File: src/hdl/wdt_pkg.sv
// package: register map, field layout and shared types of the wake-up timer
package wdt_pkg;

  // ----------------------------------------------------------------
  // register offsets
  // ----------------------------------------------------------------
  localparam logic [7:0] WDT_CTRL_ADDR     = 8'h23;
  localparam logic [7:0] WDT_RELOAD_H_ADDR = 8'h24;
  localparam logic [7:0] WDT_RELOAD_L_ADDR = 8'h25;
  localparam logic [7:0] WDT_COUNT_H_ADDR  = 8'h26;
  localparam logic [7:0] WDT_COUNT_L_ADDR  = 8'h27;
  localparam logic [7:0] WDT_IRQ_STAT_ADDR = 8'h30;
  localparam logic [7:0] WDT_IRQ_MASK_ADDR = 8'h31;

  // ----------------------------------------------------------------
  // control register fields
  // ----------------------------------------------------------------
  localparam int WDT_ACTIVE_BIT  = 7;
  localparam int WDT_STROBE_BIT  = 6;
  localparam int WDT_TRIM_BIT    = 5;
  localparam int WDT_DETECT_BIT  = 4;
  localparam int WDT_RELOAD_BIT  = 3;
  localparam int WDT_RESUME_BIT  = 2;
  localparam int WDT_TICK_MSB    = 1;
  localparam int WDT_TICK_LSB    = 0;

  // ----------------------------------------------------------------
  // interrupt status bits
  // ----------------------------------------------------------------
  localparam int WDT_EV_UNDERFLOW = 0;
  localparam int WDT_EV_CARD      = 1;
  localparam int WDT_EV_NO_CARD   = 2;
  localparam int WDT_EV_NUM       = 3;

  // ----------------------------------------------------------------
  // reset values and divider counts
  // ----------------------------------------------------------------
  localparam logic [7:0]  WDT_BYTE_RESET  = 8'h00;
  localparam logic [15:0] WDT_WORD_RESET  = 16'h0000;
  localparam logic [4:0]  WDT_DIV8_LAST   = 5'h07;
  localparam logic [4:0]  WDT_DIV16_LAST  = 5'h0f;
  localparam logic [4:0]  WDT_DIV32_LAST  = 5'h1f;

  typedef enum logic [1:0] {
    WDT_TICK_DIV1  = 2'h0,
    WDT_TICK_DIV8  = 2'h1,
    WDT_TICK_DIV16 = 2'h2,
    WDT_TICK_DIV32 = 2'h3
  } wdt_tick_type;

  typedef struct packed {
    logic         trim_en;
    logic         detect_en;
    logic         reload_en;
    logic         resume_en;
    wdt_tick_type tick_sel;
  } wdt_ctrl_type;

  typedef struct packed {
    logic found;
    logic none;
  } wdt_result_type;

endpackage : wdt_pkg

File: src/hdl/wdt_top.sv
// module: wake-up down-timer with register port, interrupt and wake control
`timescale 1ns/1ps
`default_nettype none
module wdt_top (
  input  wire logic   CLK,
  input  wire logic   SYS_RST,
  input  wire logic [7:0] REG_ADDR,
  input  wire logic [7:0] REG_WDATA,
  input  wire logic   REG_WR,
  input  wire logic   REG_RD,
  output logic [7:0]  REG_RDATA,
  input  wire logic   OSC_CLK_IN,
  input  wire logic   FIELD_WINDOW_DONE,
  input  wire logic   CARD_SENSE,
  output logic        IRQ,
  output logic        TRIM_START,
  output logic        FIELD_ON,
  output logic        FIELD_WINDOW_START,
  output logic        WAKE_REQ,
  output logic        POWER_DOWN_REQ
);
  import wdt_pkg::*;

  // ----------------------------------------------------------------
  // oscillator input synchroniser and edge detect
  // ----------------------------------------------------------------
  logic osc_s1_q, osc_s2_q, osc_s3_q;
  logic osc_rise;

  // the oscillator runs far below CLK, so a sampled edge is safe to count
  always_ff @(posedge CLK) begin
    if (SYS_RST) begin
      osc_s1_q <= 1'b0;
      osc_s2_q <= 1'b0;
      osc_s3_q <= 1'b0;
    end else begin
      osc_s1_q <= OSC_CLK_IN;
      osc_s2_q <= osc_s1_q;
      osc_s3_q <= osc_s2_q;
    end
  end

  assign osc_rise = osc_s2_q & ~osc_s3_q;

  // ----------------------------------------------------------------
  // register access decode
  // ----------------------------------------------------------------
  logic wr_ctrl, wr_rel_h, wr_rel_l, wr_stat, wr_mask;

  assign wr_ctrl  = REG_WR && (REG_ADDR == WDT_CTRL_ADDR);
  assign wr_rel_h = REG_WR && (REG_ADDR == WDT_RELOAD_H_ADDR);
  assign wr_rel_l = REG_WR && (REG_ADDR == WDT_RELOAD_L_ADDR);
  assign wr_stat  = REG_WR && (REG_ADDR == WDT_IRQ_STAT_ADDR);
  assign wr_mask  = REG_WR && (REG_ADDR == WDT_IRQ_MASK_ADDR);

  // ----------------------------------------------------------------
  // configuration registers
  // ----------------------------------------------------------------
  wdt_ctrl_type ctrl_q, ctrl_d;
  logic [7:0]   rel_h_q, rel_h_d;
  logic [7:0]   rel_l_q, rel_l_d;
  logic [15:0]  reload_value;

  always_comb begin
    ctrl_d  = ctrl_q;
    rel_h_d = rel_h_q;
    rel_l_d = rel_l_q;
    if (wr_ctrl) begin
      ctrl_d.trim_en   = REG_WDATA[WDT_TRIM_BIT];
      ctrl_d.detect_en = REG_WDATA[WDT_DETECT_BIT];
      ctrl_d.reload_en = REG_WDATA[WDT_RELOAD_BIT];
      ctrl_d.resume_en = REG_WDATA[WDT_RESUME_BIT];
      ctrl_d.tick_sel  = wdt_tick_type'(REG_WDATA[WDT_TICK_MSB:WDT_TICK_LSB]);
    end
    // reload bytes only feed the counter at a start event or at an underflow with reload or detect set
    if (wr_rel_h) begin
      rel_h_d = REG_WDATA;
    end
    if (wr_rel_l) begin
      rel_l_d = REG_WDATA;
    end
  end

  always_ff @(posedge CLK) begin
    if (SYS_RST) begin
      ctrl_q  <= '0;
      rel_h_q <= WDT_BYTE_RESET;
      rel_l_q <= WDT_BYTE_RESET;
    end else begin
      ctrl_q  <= ctrl_d;
      rel_h_q <= rel_h_d;
      rel_l_q <= rel_l_d;
    end
  end

  assign reload_value = {rel_h_q, rel_l_q};

  // ----------------------------------------------------------------
  // countdown
  // ----------------------------------------------------------------
  logic        run_q, run_d;
  logic [15:0] count_q, count_d;
  logic        under_q, under_d;
  logic        tick;

  wdt_tick_div u_div (
    .clk      (CLK),
    .rst      (SYS_RST),
    .run      (run_q),
    .osc_rise (osc_rise),
    .sel      (ctrl_q.tick_sel),
    .tick     (tick)
  );

  always_comb begin
    run_d   = run_q;
    count_d = count_q;
    under_d = 1'b0;
    if (run_q && tick) begin
      if (count_q == WDT_WORD_RESET) begin
        under_d = 1'b1;
        // detection mode always restarts so periods follow with no gap
        if (ctrl_q.reload_en || ctrl_q.detect_en) begin
          count_d = reload_value;
        end else begin
          run_d = 1'b0;
        end
      end else begin
        count_d = count_q - 16'h0001;
      end
    end
    // a strobed control write overrides the countdown in the same cycle
    if (wr_ctrl && REG_WDATA[WDT_STROBE_BIT]) begin
      run_d = REG_WDATA[WDT_ACTIVE_BIT];
      if (REG_WDATA[WDT_ACTIVE_BIT]) begin
        count_d = reload_value;
      end
    end
  end

  always_ff @(posedge CLK) begin
    if (SYS_RST) begin
      run_q   <= 1'b0;
      count_q <= WDT_WORD_RESET;
      under_q <= 1'b0;
    end else begin
      run_q   <= run_d;
      count_q <= count_d;
      under_q <= under_d;
    end
  end

  // ----------------------------------------------------------------
  // card detection
  // ----------------------------------------------------------------
  wdt_result_type det_res;
  logic           field_on;
  logic           win_start;

  wdt_card_seq u_seq (
    .clk          (CLK),
    .rst          (SYS_RST),
    .start        (under_q && ctrl_q.detect_en),
    .window_done  (FIELD_WINDOW_DONE),
    .card_sense   (CARD_SENSE),
    .field_on     (field_on),
    .window_start (win_start),
    .result       (det_res)
  );

  // ----------------------------------------------------------------
  // power and procedure requests
  // ----------------------------------------------------------------
  logic trim_d, wake_d, pdown_d;

  always_comb begin
    trim_d  = under_q && ctrl_q.trim_en;
    // a found card always raises a one-cycle wake request, whether or not resume is set
    wake_d  = (under_q && ctrl_q.resume_en) || det_res.found;
    // software is expected to set resume only when it wants this return
    pdown_d = det_res.none && ctrl_q.resume_en;
  end

  always_ff @(posedge CLK) begin
    if (SYS_RST) begin
      TRIM_START         <= 1'b0;
      WAKE_REQ           <= 1'b0;
      POWER_DOWN_REQ     <= 1'b0;
      FIELD_ON           <= 1'b0;
      FIELD_WINDOW_START <= 1'b0;
    end else begin
      TRIM_START         <= trim_d;
      WAKE_REQ           <= wake_d;
      POWER_DOWN_REQ     <= pdown_d;
      FIELD_ON           <= field_on;
      FIELD_WINDOW_START <= win_start;
    end
  end

  // ----------------------------------------------------------------
  // interrupt status and mask
  // ----------------------------------------------------------------
  logic [WDT_EV_NUM-1:0] stat_q, stat_d;
  logic [WDT_EV_NUM-1:0] mask_q, mask_d;
  logic [WDT_EV_NUM-1:0] ev;
  logic                  irq_d;

  assign ev[WDT_EV_UNDERFLOW] = under_q;
  assign ev[WDT_EV_CARD]      = det_res.found;
  assign ev[WDT_EV_NO_CARD]   = det_res.none;

  always_comb begin
    stat_d = stat_q;
    mask_d = mask_q;
    if (wr_stat) begin
      stat_d = stat_q & ~REG_WDATA[WDT_EV_NUM-1:0];
    end
    // setting after the clear keeps an event that meets a clear
    stat_d = stat_d | ev;
    if (wr_mask) begin
      mask_d = REG_WDATA[WDT_EV_NUM-1:0];
    end
    irq_d = |(stat_d & mask_d);
  end

  always_ff @(posedge CLK) begin
    if (SYS_RST) begin
      stat_q <= '0;
      mask_q <= '0;
      IRQ    <= 1'b0;
    end else begin
      stat_q <= stat_d;
      mask_q <= mask_d;
      IRQ    <= irq_d;
    end
  end

  // ----------------------------------------------------------------
  // read port
  // ----------------------------------------------------------------
  logic [7:0] rdata_d;

  always_comb begin
    rdata_d = 8'h00;
    if (REG_RD) begin
      unique case (REG_ADDR)
        WDT_CTRL_ADDR: begin
          // the strobe bit is write-only and reads as zero
          rdata_d = {run_q, 1'b0, ctrl_q.trim_en, ctrl_q.detect_en,
                     ctrl_q.reload_en, ctrl_q.resume_en, ctrl_q.tick_sel};
        end
        WDT_RELOAD_H_ADDR: rdata_d = rel_h_q;
        WDT_RELOAD_L_ADDR: rdata_d = rel_l_q;
        WDT_COUNT_H_ADDR:  rdata_d = count_q[15:8];
        WDT_COUNT_L_ADDR:  rdata_d = count_q[7:0];
        WDT_IRQ_STAT_ADDR: rdata_d = {5'h00, stat_q};
        WDT_IRQ_MASK_ADDR: rdata_d = {5'h00, mask_q};
        default:           rdata_d = 8'h00;
      endcase
    end
  end

  always_ff @(posedge CLK) begin
    if (SYS_RST) begin
      REG_RDATA <= 8'h00;
    end else begin
      REG_RDATA <= rdata_d;
    end
  end
endmodule // wdt_top
`default_nettype wire

File: src/hdl/wdt_tick_div.sv
// module: oscillator-edge prescaler producing the countdown tick
`timescale 1ns/1ps
`default_nettype none
module wdt_tick_div (
  input  wire logic               clk,
  input  wire logic               rst,
  input  wire logic               run,
  input  wire logic               osc_rise,
  input  wire wdt_pkg::wdt_tick_type sel,
  output logic                    tick
);
  import wdt_pkg::*;

  logic [4:0] pre_q, pre_d;
  logic [4:0] last;
  logic       tick_d;

  // ----------------------------------------------------------------
  // divider
  // ----------------------------------------------------------------
  always_comb begin
    unique case (sel)
      WDT_TICK_DIV1:  last = 5'h00;
      WDT_TICK_DIV8:  last = WDT_DIV8_LAST;
      WDT_TICK_DIV16: last = WDT_DIV16_LAST;
      WDT_TICK_DIV32: last = WDT_DIV32_LAST;
    endcase
    pre_d  = pre_q;
    tick_d = 1'b0;
    // held at zero while idle so a start from idle sees a full first period
    if (!run) begin
      pre_d = 5'h00;
    end else if (osc_rise) begin
      if (pre_q >= last) begin
        pre_d  = 5'h00;
        tick_d = 1'b1;
      end else begin
        pre_d = pre_q + 5'h01;
      end
    end
  end

  always_ff @(posedge clk) begin
    if (rst) begin
      pre_q <= 5'h00;
      tick  <= 1'b0;
    end else begin
      pre_q <= pre_d;
      tick  <= tick_d;
    end
  end
endmodule // wdt_tick_div
`default_nettype wire

File: src/hdl/wdt_card_seq.sv
// module: card detection sequence, field window timed by timer 3
`timescale 1ns/1ps
`default_nettype none
module wdt_card_seq (
  input  wire logic                    clk,
  input  wire logic                    rst,
  input  wire logic                    start,
  input  wire logic                    window_done,
  input  wire logic                    card_sense,
  output logic                         field_on,
  output logic                         window_start,
  output wdt_pkg::wdt_result_type      result
);
  import wdt_pkg::*;

  typedef enum logic [1:0] {WDT_SEQ_IDLE, WDT_SEQ_FIELD, WDT_SEQ_DECIDE} wdt_seq_type;

  wdt_seq_type    st_q, st_d;
  logic           field_d, win_d;
  wdt_result_type res_d;

  // ----------------------------------------------------------------
  // sequence
  // ----------------------------------------------------------------
  always_comb begin
    st_d    = st_q;
    field_d = field_on;
    win_d   = 1'b0;
    res_d   = '0;
    unique case (st_q)
      WDT_SEQ_IDLE: begin
        if (start) begin
          st_d    = WDT_SEQ_FIELD;
          field_d = 1'b1;
          win_d   = 1'b1;
        end
      end
      WDT_SEQ_FIELD: begin
        if (window_done) begin
          st_d = WDT_SEQ_DECIDE;
        end
      end
      WDT_SEQ_DECIDE: begin
        st_d      = WDT_SEQ_IDLE;
        field_d   = 1'b0;
        res_d.found = card_sense;
        res_d.none  = !card_sense;
      end
    endcase
  end

  always_ff @(posedge clk) begin
    if (rst) begin
      st_q         <= WDT_SEQ_IDLE;
      field_on     <= 1'b0;
      window_start <= 1'b0;
      result       <= '0;
    end else begin
      st_q         <= st_d;
      field_on     <= field_d;
      window_start <= win_d;
      result       <= res_d;
    end
  end
endmodule // wdt_card_seq
`default_nettype wire

File: config.mk
export PLATFORM = sky130hd
export DESIGN_NAME = wdt_top
export DESIGN_NICKNAME = d
export VERILOG_FILES = /design/src/hdl/wdt_pkg.sv /design/src/hdl/wdt_top.sv /design/src/hdl/wdt_tick_div.sv /design/src/hdl/wdt_card_seq.sv
export SDC_FILE = /design/constraint.sdc
export NUM_CORES = 1
export LEC_CHECK = 0
export BUFFER_PORTS_ARGS = -buffer_cell sky130_fd_sc_hd__buf_2
export CAP_MARGIN = 40
export CORE_ASPECT_RATIO = 1.4
export CORE_MARGIN = 1
export CORE_UTILIZATION = 58
export CTS_BUF_LIST = sky130_fd_sc_hd__clkbuf_16
export DETAILED_ROUTE_END_ITERATION = 10
export PLACE_DENSITY_LB_ADDON = 0.1
export SYNTH_ARGS = -nofsm -noshare
export SYNTH_HDL_FRONTEND = slang
export SYNTH_SLANG_ARGS = --single-unit
File: constraint.sdc
create_clock -name CLK -period 4.4 [get_ports CLK]
set_clock_uncertainty 0.1 [all_clocks]
set_input_delay 0.44 -clock CLK [delete_from_list [all_inputs] [get_ports CLK]]
set_output_delay 0.44 -clock CLK [all_outputs]
set_load 0.005 [all_outputs]
# Yosys cells after proc, flatten, opt, wreduce, memory -nomap -nowiden
# Cells that the tools add are included.
[word_totals] register_bits=75 latch_bits=0 ramBits=0 romBits=0 input_bits=23 output_inout_bits=14 elab_cells=111 mem_count=0
[classes] add_sub_neg=2 multipliers=0 div=0 magnitude_cmp=1 eq_ne=15 n_shift=0 muxes=22 bitwise=12 reduce_logical=30
[ops] op="two-way mux 16 bit" n=5
[ops] op="equality test 8 x 6 -> 1 bit, second input constant" n=7
[ops] op="one-hot mux 8 bit (7 select lines)" n=1
[ops] op="one-hot mux 5 bit (4 select lines)" n=1
[ops] op="logical NOT 16 bit" n=1
[ops] op="subtractor 16 x 1 -> 16 bit, second input constant" n=1
[ops] op="logical AND 1 bit" n=11
[ops] op="OR reduction 2 bit" n=5
[ops] op="two-way mux 1 bit" n=8
[ops] op="inverter 1 bit" n=7
[ops] op="AND 3 bit" n=2
[ops] op="equality test 2 bit, second input constant" n=3
[ops] op="two-way mux 3 bit" n=2
[ops] op="one-hot mux 2 bit (3 select lines)" n=1
[ops] op="nonzero test 2 bit" n=3
[ops] op="OR reduction 3 bit" n=2
[ops] op="adder 5 x 1 -> 5 bit, second input constant" n=1
[ops] op=">= comparator 5 bit" n=1
[ops] op="two-way mux 5 bit" n=1
[ops] op="equality test 2 x 1 -> 1 bit, second input constant" n=2
[ops] op="logical NOT 2 bit" n=2
[ops] op="two-way mux 2 bit" n=2
[ops] op="!= test 2 x 1 -> 1 bit, second input constant" n=2
[ops] op="AND reduction 2 bit" n=2
[ops] op="8 further kinds" n=9

# Depth between registers and ports, before layout
# Gate-level depths: netlist of the first run.
[depth] depth_word=6 ltp_mapped=8 depth_no_buf=7

# Cells and area by module
# Synthesis of the first run repeated with hierarchy kept, for this count alone.
[unflattened] cells_unflattened=462 area_unflattened_um2=4062.6
[by_module_without_submodules] module="wdt_top" n_inst=1 cells_per_inst=386 area_each_um2=3329.4 seq_area_each_um2=1261.2
[by_module_without_submodules] module="wdt_tick_div" n_inst=1 cells_per_inst=48 area_each_um2=435.4 seq_area_each_um2=120.1
[by_module_without_submodules] module="wdt_card_seq" n_inst=1 cells_per_inst=28 area_each_um2=297.8 seq_area_each_um2=120.1

# Worst setup path after synthesis of the first run
# OpenSTA, ideal clock, no wires.
[synth_timing] kind="input to register" from="in REG_ADDR[3]" to="reg IRQ" setup_ps=122 t_arrival_ps=2214 required_time_ps=4178 setup_slack_ps=1965 path_stages=7 path_buffers=2 cell_sequence="or4b_4 buf_6 or4_4 buf_6 mux2i_1 nor2_1 a221o_1"
[synth_between] elab_chain_len=6 elab_cells_between_ends=9 cone_classes="eq/ne: 2; mux: 2; bitwise: 2; reduce/logical: 3"
[synth_lines] element="start: declaration" line="wdt_top.sv:7" text="input wire logic [7:0] REG_ADDR,"
[synth_lines] element="equality test 8 x 6 -> 1 bit" line="wdt_top.sv:53" text="assign wr_stat = REG_WR && (REG_ADDR == WDT_IRQ_STAT_ADDR);"
[synth_lines] element="logical AND 1 bit" line="wdt_top.sv:53"
[synth_lines] element="two-way mux 3 bit" line="wdt_top.sv:215" text="if (wr_stat) begin"
[synth_lines] element="bitwise OR 3 bit" line="wdt_top.sv:219" text="stat_d = stat_d | ev;"
[synth_lines] element="AND 3 bit *" line="wdt_top.sv:223" text="irq_d = |(stat_d & mask_d);"
[synth_lines] element="OR reduction 3 bit *" line="wdt_top.sv:223"
[synth_lines] element="end signal: assignment" line="wdt_top.sv:234" text="IRQ <= irq_d;"
[synth_lines] element="end: declaration" line="wdt_top.sv:15" text="output logic IRQ,"
# Every way passes the cells marked *; elsewhere a longest branch is shown, timed or not.
# A chain may end at the register's enable or synchronous reset.

# Worst setup path after layout of the first run
[layout_timing] from="reg count_q[0]" to="reg count_q[14]"
[layout_between] elab_chain_len=5 elab_cells_between_ends=6 cone_classes="add/sub: 1; mux: 4; reduce/logical: 1"
[layout_lines] element="start: declaration" line="wdt_top.sv:102" text="logic [15:0] count_q, count_d;"
[layout_lines] element="start signal: assignment" line="wdt_top.sv:148" text="count_q <= count_d;"
[layout_lines] element="subtractor 16 x 1 -> 16 bit or logical NOT 16 bit (tied branches)" line="wdt_top.sv:129, wdt_top.sv:120"
[layout_lines] element="two-way mux 16 bit *" line="wdt_top.sv:120" text="if (count_q == WDT_WORD_RESET) begin"
[layout_lines] element="two-way mux 16 bit *" line="wdt_top.sv:119" text="if (run_q && tick) begin"
[layout_lines] element="two-way mux 16 bit" line="wdt_top.sv:135" text="if (REG_WDATA[WDT_ACTIVE_BIT]) begin"
[layout_lines] element="two-way mux 16 bit *" line="wdt_top.sv:133" text="if (wr_ctrl && REG_WDATA[WDT_STROBE_BIT]) begin"
# Marks and branches as above.

==> results.md, run 1 <==
* Status: complete, no violations
* Period utilisation layout at 61.06%
* RSZ-0062 raised after global routing: false
* Initial antenna violation count at 0
* Post-CTS repair timing setup buffer count at 0
* Worst-path clk slew at 60 ps
* Sequential area share after synthesis at 40.13%
* Largest net degree at the start of global routing at 33
* WS Path Type: reg -> reg
* Cell count after synthesis at 419
* Synth warnings at 0
* DR pass1 iterations at 6
* Vias at 3315
* Max incr delay on CP at 520 ps
* Reg2reg end: count_q[14]
* Area share of the largest cell type after synthesis at 40.13%
* Final setup violation count at 0
* Ranking of synthesized cells by area: dfxtp_1 40%, mux2i_1 9.4%, nor2_1 5.6%
* Final instance area at 4228 µm²
* Hold WC Path Type: in -> reg
* Hold Vio Cnt, Final at 0
* Number of CTS-inserted buffers at 9
* Pre-CTS setup slack at 1657 ps
* Reg2Reg Setup Slack at 1710 ps
* Setup TNS at 0 ps
* DRC errors left at 0
* DPL Wire Length at 7106 µm
* Mapped Nets at 454
* Antenna Cells at 0
* Worst Setup End Kind: register
* Fmax at 372.2 MHz
* H-tree levels at 3
* Area Growth Syn to Fin at 13.01%
* Worst EP required at 4520 ps
* Max IR drop VDD at 211.2 µV
* Wire per inst at 18.56 µm
* Detailed router's first-iteration violation count at 233
* Area leader, netlist: dfxtp_1
* Post-synth EDFFs at 0
* GRT Overall Usage at 30.32%
* Post-Route WL at 9744 µm
* CTS tree: yes
* Mean Syn Cell Area at 8.929 µm²
* Hold_ws at 193.0 ps
* Min-Delay Path Depth at 2
* Crit path buffers/inverters at 1
* First-pass GRT wire length at 16240 µm
* Max-slew violation count at 0
* Port bufs at 36
* Starting density of the core at 60.23%
* Fin worst setup slack at 1713 ps
* Worst Path Max Fanout at 9
* Final Wtd Congestion at 0.9569
* Ports at 37
* CTS Buffer Depth at 2
* Most common cell after layout, fill and taps aside: dfxtp_1
* Dominant synthesized flop cell: dfxtp_1
* Least-Margin Pin Slew at 722.3 ps
* Worst path slowest cell: nand4_1
* Worst path arrival time at 2800 ps
* Clock Latency Late Sink at 330 ps
* Die Y at 97.03 µm
* Crit start category: register
* Antenna-violating nets left at 0
* CTS root buf: clkbuf_16
* Hold Buf Count CTS at 0
* Rows at 34
* Vias in the first global route at 3279
* Slew headroom at 51.34%
* Fraction of layout cells with a size suffix above 1 at 16.11%
* Distinct cells, synth at 57
* Core Box Area at 6211 µm²
* GR Overflow Total at 0
* Post-Layout Cell Count at 525
* Asr flop ratio synth at 0%
* Seq cells post-synth at 75
* Hold EP: u_seq.result[0]
* Clk sinks at 75
* Hold_sp: CARD_SENSE
* Post-DR vias/cell at 6.314
* CP delay by family, top: simple AND/OR/NAND/NOR gates
* Reg2Reg Launch Point: count_q[0]
* Die width at 69.88 µm
* PwrDens at 347.1 nW/µm²
* Minimum clock period at 2687 ps
* Mapped cell area at 3741 µm²
* Most frequent cells in the layout: 75 x dfxtp_1, 56 x nor2_1, 36 x buf_2
* Max cap viols at 0
* Die Outline Area at 6780 µm²
* Lkg Pwr at 1.694 nW
* Placed cell areas at 3945 µm²
* CTS resizes at 0
* Final nets at 483
* Cell Chain, Critical Path: inv_1 > ha_1 > nor4b_1 > nand4_1 > or3_1 > a311oi_1 > nor3_1
* Dpl cells at 509
* Worst-case reg-to-reg path depth at 7
==> per-stage QoR <==
step	utilization, %	power [W]
final	68.07	0.001468
after global routing	68.07	0.001516
after CTS	68.07	0.001476
after detailed placement	63.52	0.0007852
after global placement	63.40	0.0007806
after floorplan	-	0.0007567
==> metal layers <==
layer	vias to the layer above	global-route usage (%)	share of wire, %
met1	1565	35.79	41
met4	0	15.23	3.7
met5	-	0	0
li1	1570	-	-
met3	35	7.396	5.4
met2	145	50.59	50
==> cell families after synthesis <==
logic type / synth area share, %
multiplexers: 12.37
AND/OR/NAND/NOR: 24.98
adder cells (fa/ha/maj): 4.013
flip-flops: 40.13
AO/OA/AOI/OAI: 13.71
buffers and inverters: 3.846
XOR/XNOR: 0.9366
==> area by class of cell <==
class / instances / area (µm²)
Clock buffer: 9 / 225.2
Clock inverter: 7 / 57.56
Fill cell: 515 / 1983
Inverter: 9 / 33.78
Multi-Input combinational cell: 312 / 2102
Sequential cell: 75 / 1501
Tap cell: 72 / 90.09
Timing Repair Buffer: 41 / 217.7
==> power breakdown <==
group	leakage, nW	switching [W]	internal [W]
clock	0.129	0.000308	0.000390
sequential	0.604	0.00000459	0.000684
combinational	0.960	0.0000507	0.0000305
total	1.69	0.000363	0.00110
==> cells in the mapped netlist (all sizes together) (3+ instances only) <==
master / instances
dfxtp: 75
nor4: 9
ha: 12
a21o: 4
nor2: 57
xor2: 3
nor3: 19
a22o: 3
a22oi: 5
a311oi: 3
nand3b: 3
o2bb2ai: 5
or4: 3
buf: 8
nand4: 4
inv: 9
nor2b: 13
a21oi: 19
a211oi: 7
nand2: 32
o21ai: 12
mux4: 4
a31oi: 5
nand2b: 7
nand3: 12
mux2i: 35
nor3b: 3
clkbuf: 15
o21a: 4
==> worst max path at each step <==
stage,start,to,slack (ps),depth (start not counted)
final,count_q[0],count_q[14],1710,7
after global routing,count_q[0],count_q[14],1550,7
after CTS,count_q[0],count_q[14],1770,7
after detailed placement,REG_ADDR[3],rel_l_q[0],1660,7
after global placement,REG_ADDR[3],rel_l_q[4],1710,7
after floorplan,REG_ADDR[3],IRQ,1960,7
==> registers in the layout (all words and copies together), names as in the netlist, 2 cells and up <==
signal and count:
count_q 16, REG_RDATA 8, rel_h_q 8, rel_l_q 8
ctrl_q 6, u_div.pre_q 5, mask_q 3, stat_q 3
u_seq.result 2, u_seq.st_q 2
Power figures use the tool's default switching activity.
==> run 2, diff against run 1 <==
--- a/config.mk
+++ b/config.mk
@@ -5,11 +5,12 @@
 export SDC_FILE = /design/constraint.sdc
 export NUM_CORES = 1
 export LEC_CHECK = 0
+export ABC_AREA = 1
 export BUFFER_PORTS_ARGS = -buffer_cell sky130_fd_sc_hd__buf_2
 export CAP_MARGIN = 40
 export CORE_ASPECT_RATIO = 1.4
 export CORE_MARGIN = 1
-export CORE_UTILIZATION = 58
+export CORE_UTILIZATION = 54
 export CTS_BUF_LIST = sky130_fd_sc_hd__clkbuf_16
 export DETAILED_ROUTE_END_ITERATION = 10
 export PLACE_DENSITY_LB_ADDON = 0.1
==> constraint.sdc (replaced) <==
create_clock -name CLK -period 2.4 [get_ports CLK]
set_clock_uncertainty 0.1 [all_clocks]
set_input_delay 0.24 -clock CLK [delete_from_list [all_inputs] [get_ports CLK]]
set_output_delay 0.24 -clock CLK [all_outputs]
set_load 0.005 [all_outputs]
==> run 2 against run 1 <==
Against the previous run: utilization fell by 6.0 points; non-clock buffer count rose by 1; die area up 22%; cell area increased by 13%; total power is 87% higher; sequential share of layout area down 4.1 points; global-route usage up 0.30 points; critical path type unchanged; synthesized cell count is 58% higher; worst setup slack got worse by 1400 ps; final cell count rose by 52%; first-iteration DRC count rose by 43%; via count is 31% higher; highest routed layer unchanged.
==> results.md, run 2 <==
* Max incr delay on CP at 390 ps (was 520 ps)
* Least-Margin Pin Slew at 538.7 ps (was 722.3 ps)
* Fmax at 489.5 MHz (was 372.2 MHz)
* Mapped Nets at 696 (was 454)
* Rows at 38 (was 34)
* Post-Layout Cell Count at 799 (was 525)
* Dpl cells at 783 (was 509)
* Top-count cell post-synth: nand2_1 (was dfxtp_1)
* Area Growth Syn to Fin at 12.17% (was 13.01%)
* DPL Wire Length at 8697 µm (was 7106 µm)
* Clock Latency Late Sink at 330 ps (about the same)
* Die Y at 107.2 µm (was 97.03 µm)
* Xor-xnor portion of the synthesized cell area at 1.437% (was 0.9365%)
* GR Overflow Total at 0 (unchanged)
* Final instance area at 4785 µm² (was 4228 µm²)
* CTS root buf: clkbuf_16 (unchanged)
* Antenna-violating nets left at 0 (unchanged)
* Largest register FFs at 16 (unchanged)
* Ports at 37 (unchanged)
* Fraction of layout cells with a size suffix above 1 at 12.30% (was 16.11%)
* Number of CTS-inserted buffers at 9 (unchanged)
* # fillers at 775 (was 515)
* Port bufs at 36 (unchanged)
* Seq cells post-synth at 75 (unchanged)
* WS Path Type: reg -> reg (unchanged)
* Synth top cells by count: 138 x nand2_1, 109 x nor2_1, 90 x inv_1, 75 x dfxtp_1, 52 x o21ai_0 (was 75 x dfxtp_1, 56 x nor2_1, 35 x mux2i_1, 32 x nand2_1)
* Worst-path clk slew at 60 ps (about the same)
* DR pass1 iterations at 5 (was 6)
* CTS Buffer Depth at 2 (unchanged)
* Detailed router's first-iteration violation count at 334 (was 233)
* Tot Pwr at 0.002748 W (was 0.001468 W)
* Worst Path Max Fanout at 20 (was 9)
* Post-synth EDFFs at 0 (unchanged)
* Worst path arrival time at 2180 ps (was 2800 ps)
* Distinct cells, synth at 31 (was 57)
* Lkg Pwr at 2.175 nW (was 1.694 nW)
* Area leader, netlist: dfxtp_1 (unchanged)
* Worst Setup End Kind: register (unchanged)
* Most common cell after layout, fill and taps aside: nand2_1 (was dfxtp_1)
* GRT Overall Usage at 30.62% (was 30.32%)
* Slew headroom at 64.05% (was 51.34%)
* H-tree levels at 3 (unchanged)
* Dominant synthesized flop cell: dfxtp_1 (unchanged)
* Setup TNS at 0 ps (unchanged)
* First-pass GRT wire length at 19750 µm (was 16240 µm)
* PwrDens at 574.3 nW/µm² (was 347.1 nW/µm²)
* Antenna Cells at 0 (unchanged)
* Synth warnings at 0 (unchanged)
* Worst path slowest cell: nand3_2 (was nand4_1)
* Biggest register: count_q (unchanged)
* Post-CTS repair timing setup buffer count at 0 (unchanged)
* Worst EP required at 2540 ps (was 4520 ps)
* Compound-Gate Fraction of Synth Area at 15.52% (was 13.71%)
* Wire per inst at 14.61 µm (was 18.56 µm)
* Period utilisation layout at 85.12% (was 61.06%)
* CTS tree: yes (unchanged)
* Placed cell areas at 4499 µm² (was 3945 µm²)
* Vias in the first global route at 4131 (was 3279)
* Max cap viols at 0 (unchanged)
* Vias at 4344 (was 3315)
* Main combinational cell family by area after synthesis: simple AND/OR/NAND/NOR gates (unchanged)
* Most frequent cells in the layout: 138 x nand2_1, 109 x nor2_1, 92 x inv_1 (was 75 x dfxtp_1, 56 x nor2_1, 36 x buf_2)
* Area share of the largest cell type after synthesis at 35.20% (was 40.13%)
* Status: complete, no violations (unchanged)
* Final nets at 730 (was 483)
* Max-slew violation count at 0 (unchanged)
* Largest net degree at the start of global routing at 34 (was 33)
* Final setup violation count at 0 (unchanged)
* Post-Synth Adder-Cell Area at 3.520% (was 4.013%)
* Die width at 77.12 µm (was 69.88 µm)
* Post-synthesis simple-gate area fraction at 32.85% (was 24.98%)
* RSZ-0062 raised after global routing: false (unchanged)
* Starting density of the core at 55.38% (was 60.23%)
* Post-Route WL at 11670 µm (was 9744 µm)
* Crit start category: register (unchanged)
* Pre-CTS setup slack at 382.7 ps (was 1657 ps)
* Die Outline Area at 8264 µm² (was 6780 µm²)
* Cell Chain, Critical Path: inv_1 > ha_1 > nand2_1 > nor2_1 > nand3_2 > nor2_1 > nor2_1 > nand2_1 > nand3_1 > nand2_1 > inv_1 (was inv_1 > ha_1 > nor4b_1 > nand4_1 > or3_1 > a311oi_1 > nor3_1)
* Final Wtd Congestion at 0.9212 (was 0.9569)
* Core Box Area at 7702 µm² (was 6211 µm²)
* Mapped cell area at 4265 µm² (was 3741 µm²)
* Minimum clock period at 2043 ps (was 2687 ps)
* Fin worst setup slack at 357.2 ps (was 1713 ps)
* Initial antenna violation count at 0 (unchanged)
* Max IR drop VDD at 514.5 µV (was 211.2 µV)
* Clk sinks at 75 (unchanged)
* Cell count after synthesis at 661 (was 419)
* Asr flop ratio synth at 0% (unchanged)
* Hold WC Path Type: in -> reg (unchanged)
* Post-DR vias/cell at 5.437 (was 6.314)
* DRC errors left at 0 (unchanged)
* Mean Syn Cell Area at 6.453 µm² (was 8.929 µm²)
* Ranking of synthesized cells by area: dfxtp_1 35%, nand2_1 12%, nor2_1 9.6% (was dfxtp_1 40%, mux2i_1 9.4%, nor2_1 5.6%)
* Hold Vio Cnt, Final at 0 (unchanged)
* Sequential area share after synthesis at 35.20% (was 40.13%)
* Mux contribution to synthesized area at 0% (was 12.37%)
[run 2: cell count changes in the layout (fill, tap and decap cells not counted), moves of 8 or more]
cell	delta
inv_1	+83
o22ai_1	+11
o21ai_0	+40
nor3_1	-8
nand3_1	+28
mux2i_1	-35
o21ai_1	+8
nor2b_1	-13
nand2_1	+106
inv_2	+8
a21oi_1	+20
nor2_1	+53
[run 2: kinds of logic (layout without fill, tap and decap cells)]
kind of cell / Yosys count / in the layout
xor gates and xnor gates: 7 / 7
adders and majority gates: 12 / 12
DFF: 75 / 75
buffers and inverters: 119 / 157
and+or+nand+nor: 326 / 326
AOI/OAI and AO/OA: 122 / 122
[run 2: timing repair]
| action | 4_1_cts | 5_1_grt |
|---|---|---|
| gates resized for setup | 0 | 0 |
| hold buffers | 1 | 0 |
| hold endpoints to repair | 1 | 0 |
[run 2: report_power, final]
group          switching (W)  internal, W
sequential         0.0000131      0.00127
combinational       0.000136    0.0000662
clock               0.000482     0.000781
total               0.000631      0.00212
[run 2: final timing paths]
kind / startpoint / end / slack (ps) / cells past startpoint
max: count_q[0] / count_q[10] / 360 / 11
min: OSC_CLK_IN / osc_s1_q / 20 / 3
min reg2reg: osc_s1_q / osc_s2_q / 310 / 2
max reg2reg: count_q[0] / count_q[10] / 360 / 11
[run 2: critical path: cells and delay by family (launching register included)]
kind          cells  cell delay [ps]
buf+inv           2              190
simple gates      8             1140
fa+ha+maj         1              200
flops             1              300
[run 2: through the flow]
stage	utilization, %	hold WS [ps]
6_report	62.12	18.73
5_1_grt	62.12	19.43
4_1_cts	62.12	9.534
3_5_place_dp	58.41	303.4
3_3_place_gp	58.41	303.2
2_1_floorplan	-	212.4
[run 2: area by class of cell]
class | count | area [µm²] | share of cell area [%]
Clock inverter | 6 | 50.05 | 1.046
Tap cell | 100 | 125.1 | 2.615
Clock buffer | 9 | 225.2 | 4.707
Inverter | 100 | 380.4 | 7.950
Timing Repair Buffer | 42 | 227.7 | 4.759
Multi-Input combinational cell | 467 | 2275 | 47.54
Sequential cell | 75 | 1501 | 31.38
[run 2: routing by layer]
layer | GRT usage [%] | routed length [µm]
met1 | 34.37 | 4648
met2 | 53.13 | 5741
met3 | 5.191 | 567
met4 | 19.95 | 712
met5 | 0 | 0
==> run 3, diff against run 2 <==
--- a/config.mk
+++ b/config.mk
@@ -11,7 +11,6 @@
 export CORE_ASPECT_RATIO = 1.4
 export CORE_MARGIN = 1
 export CORE_UTILIZATION = 54
-export CTS_BUF_LIST = sky130_fd_sc_hd__clkbuf_16
 export DETAILED_ROUTE_END_ITERATION = 10
 export PLACE_DENSITY_LB_ADDON = 0.1
 export SYNTH_ARGS = -nofsm -noshare
==> run 3 against run 2 <==
Against the previous run: clock-buffer cell count increased by 4; critical path depth decreased by 2; worst hold slack improved by 86 ps; non-clock buffer count increased by 1; largest cell class unchanged; combinational power about the same; final cell count increased by 0.13%; critical endpoint is now count_q[13]; via count decreased by 0.76%; total power decreased by 10%; critical path type unchanged; global-route usage decreased by 0.26 points; sequential cell count unchanged; largest power group unchanged; sequential power about the same; fmax increased by 1.1%.
==> results.md, run 3 (synthesis results as in run 2) <==
* Clk sinks at 75 (unchanged)
* Metal2 WL at 5701 µm (was 5741 µm)
* Setup TNS at 0 ps (unchanged)
* First-pass GRT wire length at 19520 µm (was 19750 µm)
* GRT Overall Usage at 30.35% (was 30.62%)
* Hold Buf Count CTS at 2 (was 1)
* DPL Wire Length at 8697 µm (unchanged)
* Clock power frac at 39.7% (was 46.0%)
* Crit path buffers/inverters at 1 (was 2)
* Die Outline Area at 8264 µm² (unchanged)
* Switching share of power at 24.19% (was 22.97%)
* Clock Latency Late Sink at 350 ps (was 330 ps)
* Port bufs at 36 (unchanged)
* Detailed router's first-iteration violation count at 354 (was 334)
* Fmax at 495.1 MHz (was 489.5 MHz)
* CP delay by family, top: simple AND/OR/NAND/NOR gates (unchanged)
* Worst path arrival time at 2160 ps (was 2180 ps)
* Hold Vio Cnt, Final at 0 (unchanged)
* Period utilisation layout at 84.15% (was 85.12%)
* Met3 WL at 490 µm (was 567 µm)
* Worst path slowest cell: nand3_2 (unchanged)
* DR pass1 iterations at 5 (unchanged)
* Crit start category: register (unchanged)
* Antenna Cells at 0 (unchanged)
* Max incr delay on CP at 400 ps (was 390 ps)
* Final setup violation count at 0 (unchanged)
* Number of CTS-inserted buffers at 9 (unchanged)
* Worst Setup End Kind: register (unchanged)
* Initial antenna violation count at 0 (unchanged)
* Die width at 77.12 µm (unchanged)
* Lkg Pwr at 2.135 nW (was 2.175 nW)
* Final nets at 731 (was 730)
* Status: complete, no violations (unchanged)
* H-tree levels at 3 (unchanged)
* Dpl cells at 783 (unchanged)
* P_sw at 0.0005953 W (was 0.0006313 W)
* Largest net degree at the start of global routing at 34 (unchanged)
* Top sig layer: met4 (unchanged)
* Minimum clock period at 2020 ps (was 2043 ps)
* Worst EP required at 2540 ps (about the same)
* Fraction of layout cells with a size suffix above 1 at 12.57% (was 12.30%)
* Most common cell after layout, fill and taps aside: nand2_1 (unchanged)
* Vias at 4311 (was 4344)
* Post-Layout Cell Count at 800 (was 799)
* Antenna-violating nets left at 0 (unchanged)
* CP most frequent cell: nor2_1
* RSZ-0062 raised after global routing: false (unchanged)
* Post-Route WL at 11590 µm (was 11670 µm)
* Ports at 37 (unchanged)
* Rows at 38 (unchanged)
* WS Path Type: reg -> reg (unchanged)
* Metal-1 WL at 4711 µm (was 4648 µm)
* Hold WC Path Type: in -> reg (unchanged)
* Cell Chain, Critical Path: inv_1 > ha_1 > nand2_1 > nor2_1 > nand3_2 > nor2_1 > nor2_1 > a21oi_1 > nor2_1 (was inv_1 > ha_1 > nand2_1 > nor2_1 > nand3_2 > nor2_1 > nor2_1 > nand2_1 > nand3_1 > nand2_1 > inv_1)
* Flop pwr share at 52.0% (was 46.7%)
* Slew headroom at 63.23% (was 64.05%)
* Max-slew violation count at 0 (unchanged)
* Max cap viols at 0 (unchanged)
* CTS root buf: clkbuf_8 (was clkbuf_16)
* Largest register FFs at 16 (unchanged)
* PwrDens at 522.1 nW/µm² (was 574.3 nW/µm²)
* Combinational Power Share at 8.3% (was 7.4%)
* Int Power at 0.001865 W (was 0.002117 W)
* Most frequent cells in the layout: 138 x nand2_1, 109 x nor2_1, 90 x inv_1 (was 138 x nand2_1, 109 x nor2_1, 92 x inv_1)
* CTS Buffer Depth at 2 (unchanged)
* Post-CTS repair timing setup buffer count at 0 (unchanged)
* Core Box Area at 7702 µm² (unchanged)
* Starting density of the core at 55.38% (unchanged)
* GR Overflow Total at 0 (unchanged)
* Max IR drop VDD at 487.8 µV (was 514.5 µV)
* Vias in the first global route at 4074 (was 4131)
* DRC errors left at 0 (unchanged)
* Biggest register: count_q (unchanged)
* Final Wtd Congestion at 0.9212 (unchanged)
* CTS resizes at 0 (unchanged)
* Die Y at 107.2 µm (unchanged)
* Area Growth Syn to Fin at 10.50% (was 12.17%)
* Least-Margin Pin Slew at 551.0 ps (was 538.7 ps)
* Wire per inst at 14.49 µm (was 14.61 µm)
* Worst-path clk slew at 70 ps (was 60 ps)
* Post-DR vias/cell at 5.389 (was 5.437)
* Worst Path Max Fanout at 20 (unchanged)
* CTS tree: yes (unchanged)
## run 3: changes by cell type in the layout (fill, tap and decap cells not counted), sizes merged
| cell | previous run | this run |
|---|---|---|
| clkinv | 5 | 3 |
| inv | 100 | 98 |
| dlygate4sd3 | 1 | 2 |
| clkbuf | 9 | 13 |
## run 3: area by class of cell
class / count / area (µm²)
clock buffers: 13 / 158.9
multi-input cells: 467 / 2275
inverters: 100 / 380.4
well taps: 100 / 125.1
clock inverters: 2 / 35.03
fillers: 784 / 2989
repair buffers: 43 / 237.7
flip-flops and latches: 75 / 1501
## run 3: final timing paths
check	start	to	slack [ps]	cells past startpoint
max	count_q[0]	count_q[13]	380	9
min	REG_WDATA[6]	rel_l_q[6]	100	3
max reg2reg	count_q[0]	count_q[13]	380	9
min reg2reg	u_seq.window_start	FIELD_WINDOW_START	310	2
## run 3: layer usage
metal	vias up	GRT usage, %
met4	0	21.29
met3	46	4.511
met2	134	52.30
met1	1961	34.18
li1	2170	-
met5	-	0
## run 3: worst register-to-register path, cell delays in order, from the launching register on
cell,delay (ps)
dfxtp_1,310
inv_1,160
ha_1,200
nand2_1,50
nor2_1,170
nand3_2,400
nor2_1,210
nor2_1,70
a21oi_1,180
nor2_1,70
## run 3: metrics by stage
step | instance area [µm²] | util (%) | hold WS (ps) | worst slack (ps) | power (W)
finish | 4713 | 61.19 | 104.7 | 380.4 | 0.002461
global route | 4713 | 61.19 | 97.87 | 132.6 | 0.002555
CTS | 4713 | 61.19 | 87.32 | 401.3 | 0.002474
detailed placement | 4499 | 58.41 | 303.4 | 382.7 | 0.001509
global placement | 4499 | 58.41 | 303.2 | 445.6 | 0.001502
floorplan | 4265 | - | 212.4 | 831.9 | 0.001439
## run 3: power by group through the flow
stage                     registers [W]  logic, W  clock network [W]
final                           0.00128  0.000204           0.000977
after global routing            0.00128  0.000240            0.00103
after CTS                       0.00128  0.000203           0.000991
after detailed placement        0.00131  0.000200                  0
after global placement          0.00131  0.000194                  0
after floorplan                 0.00131  0.000133                  0
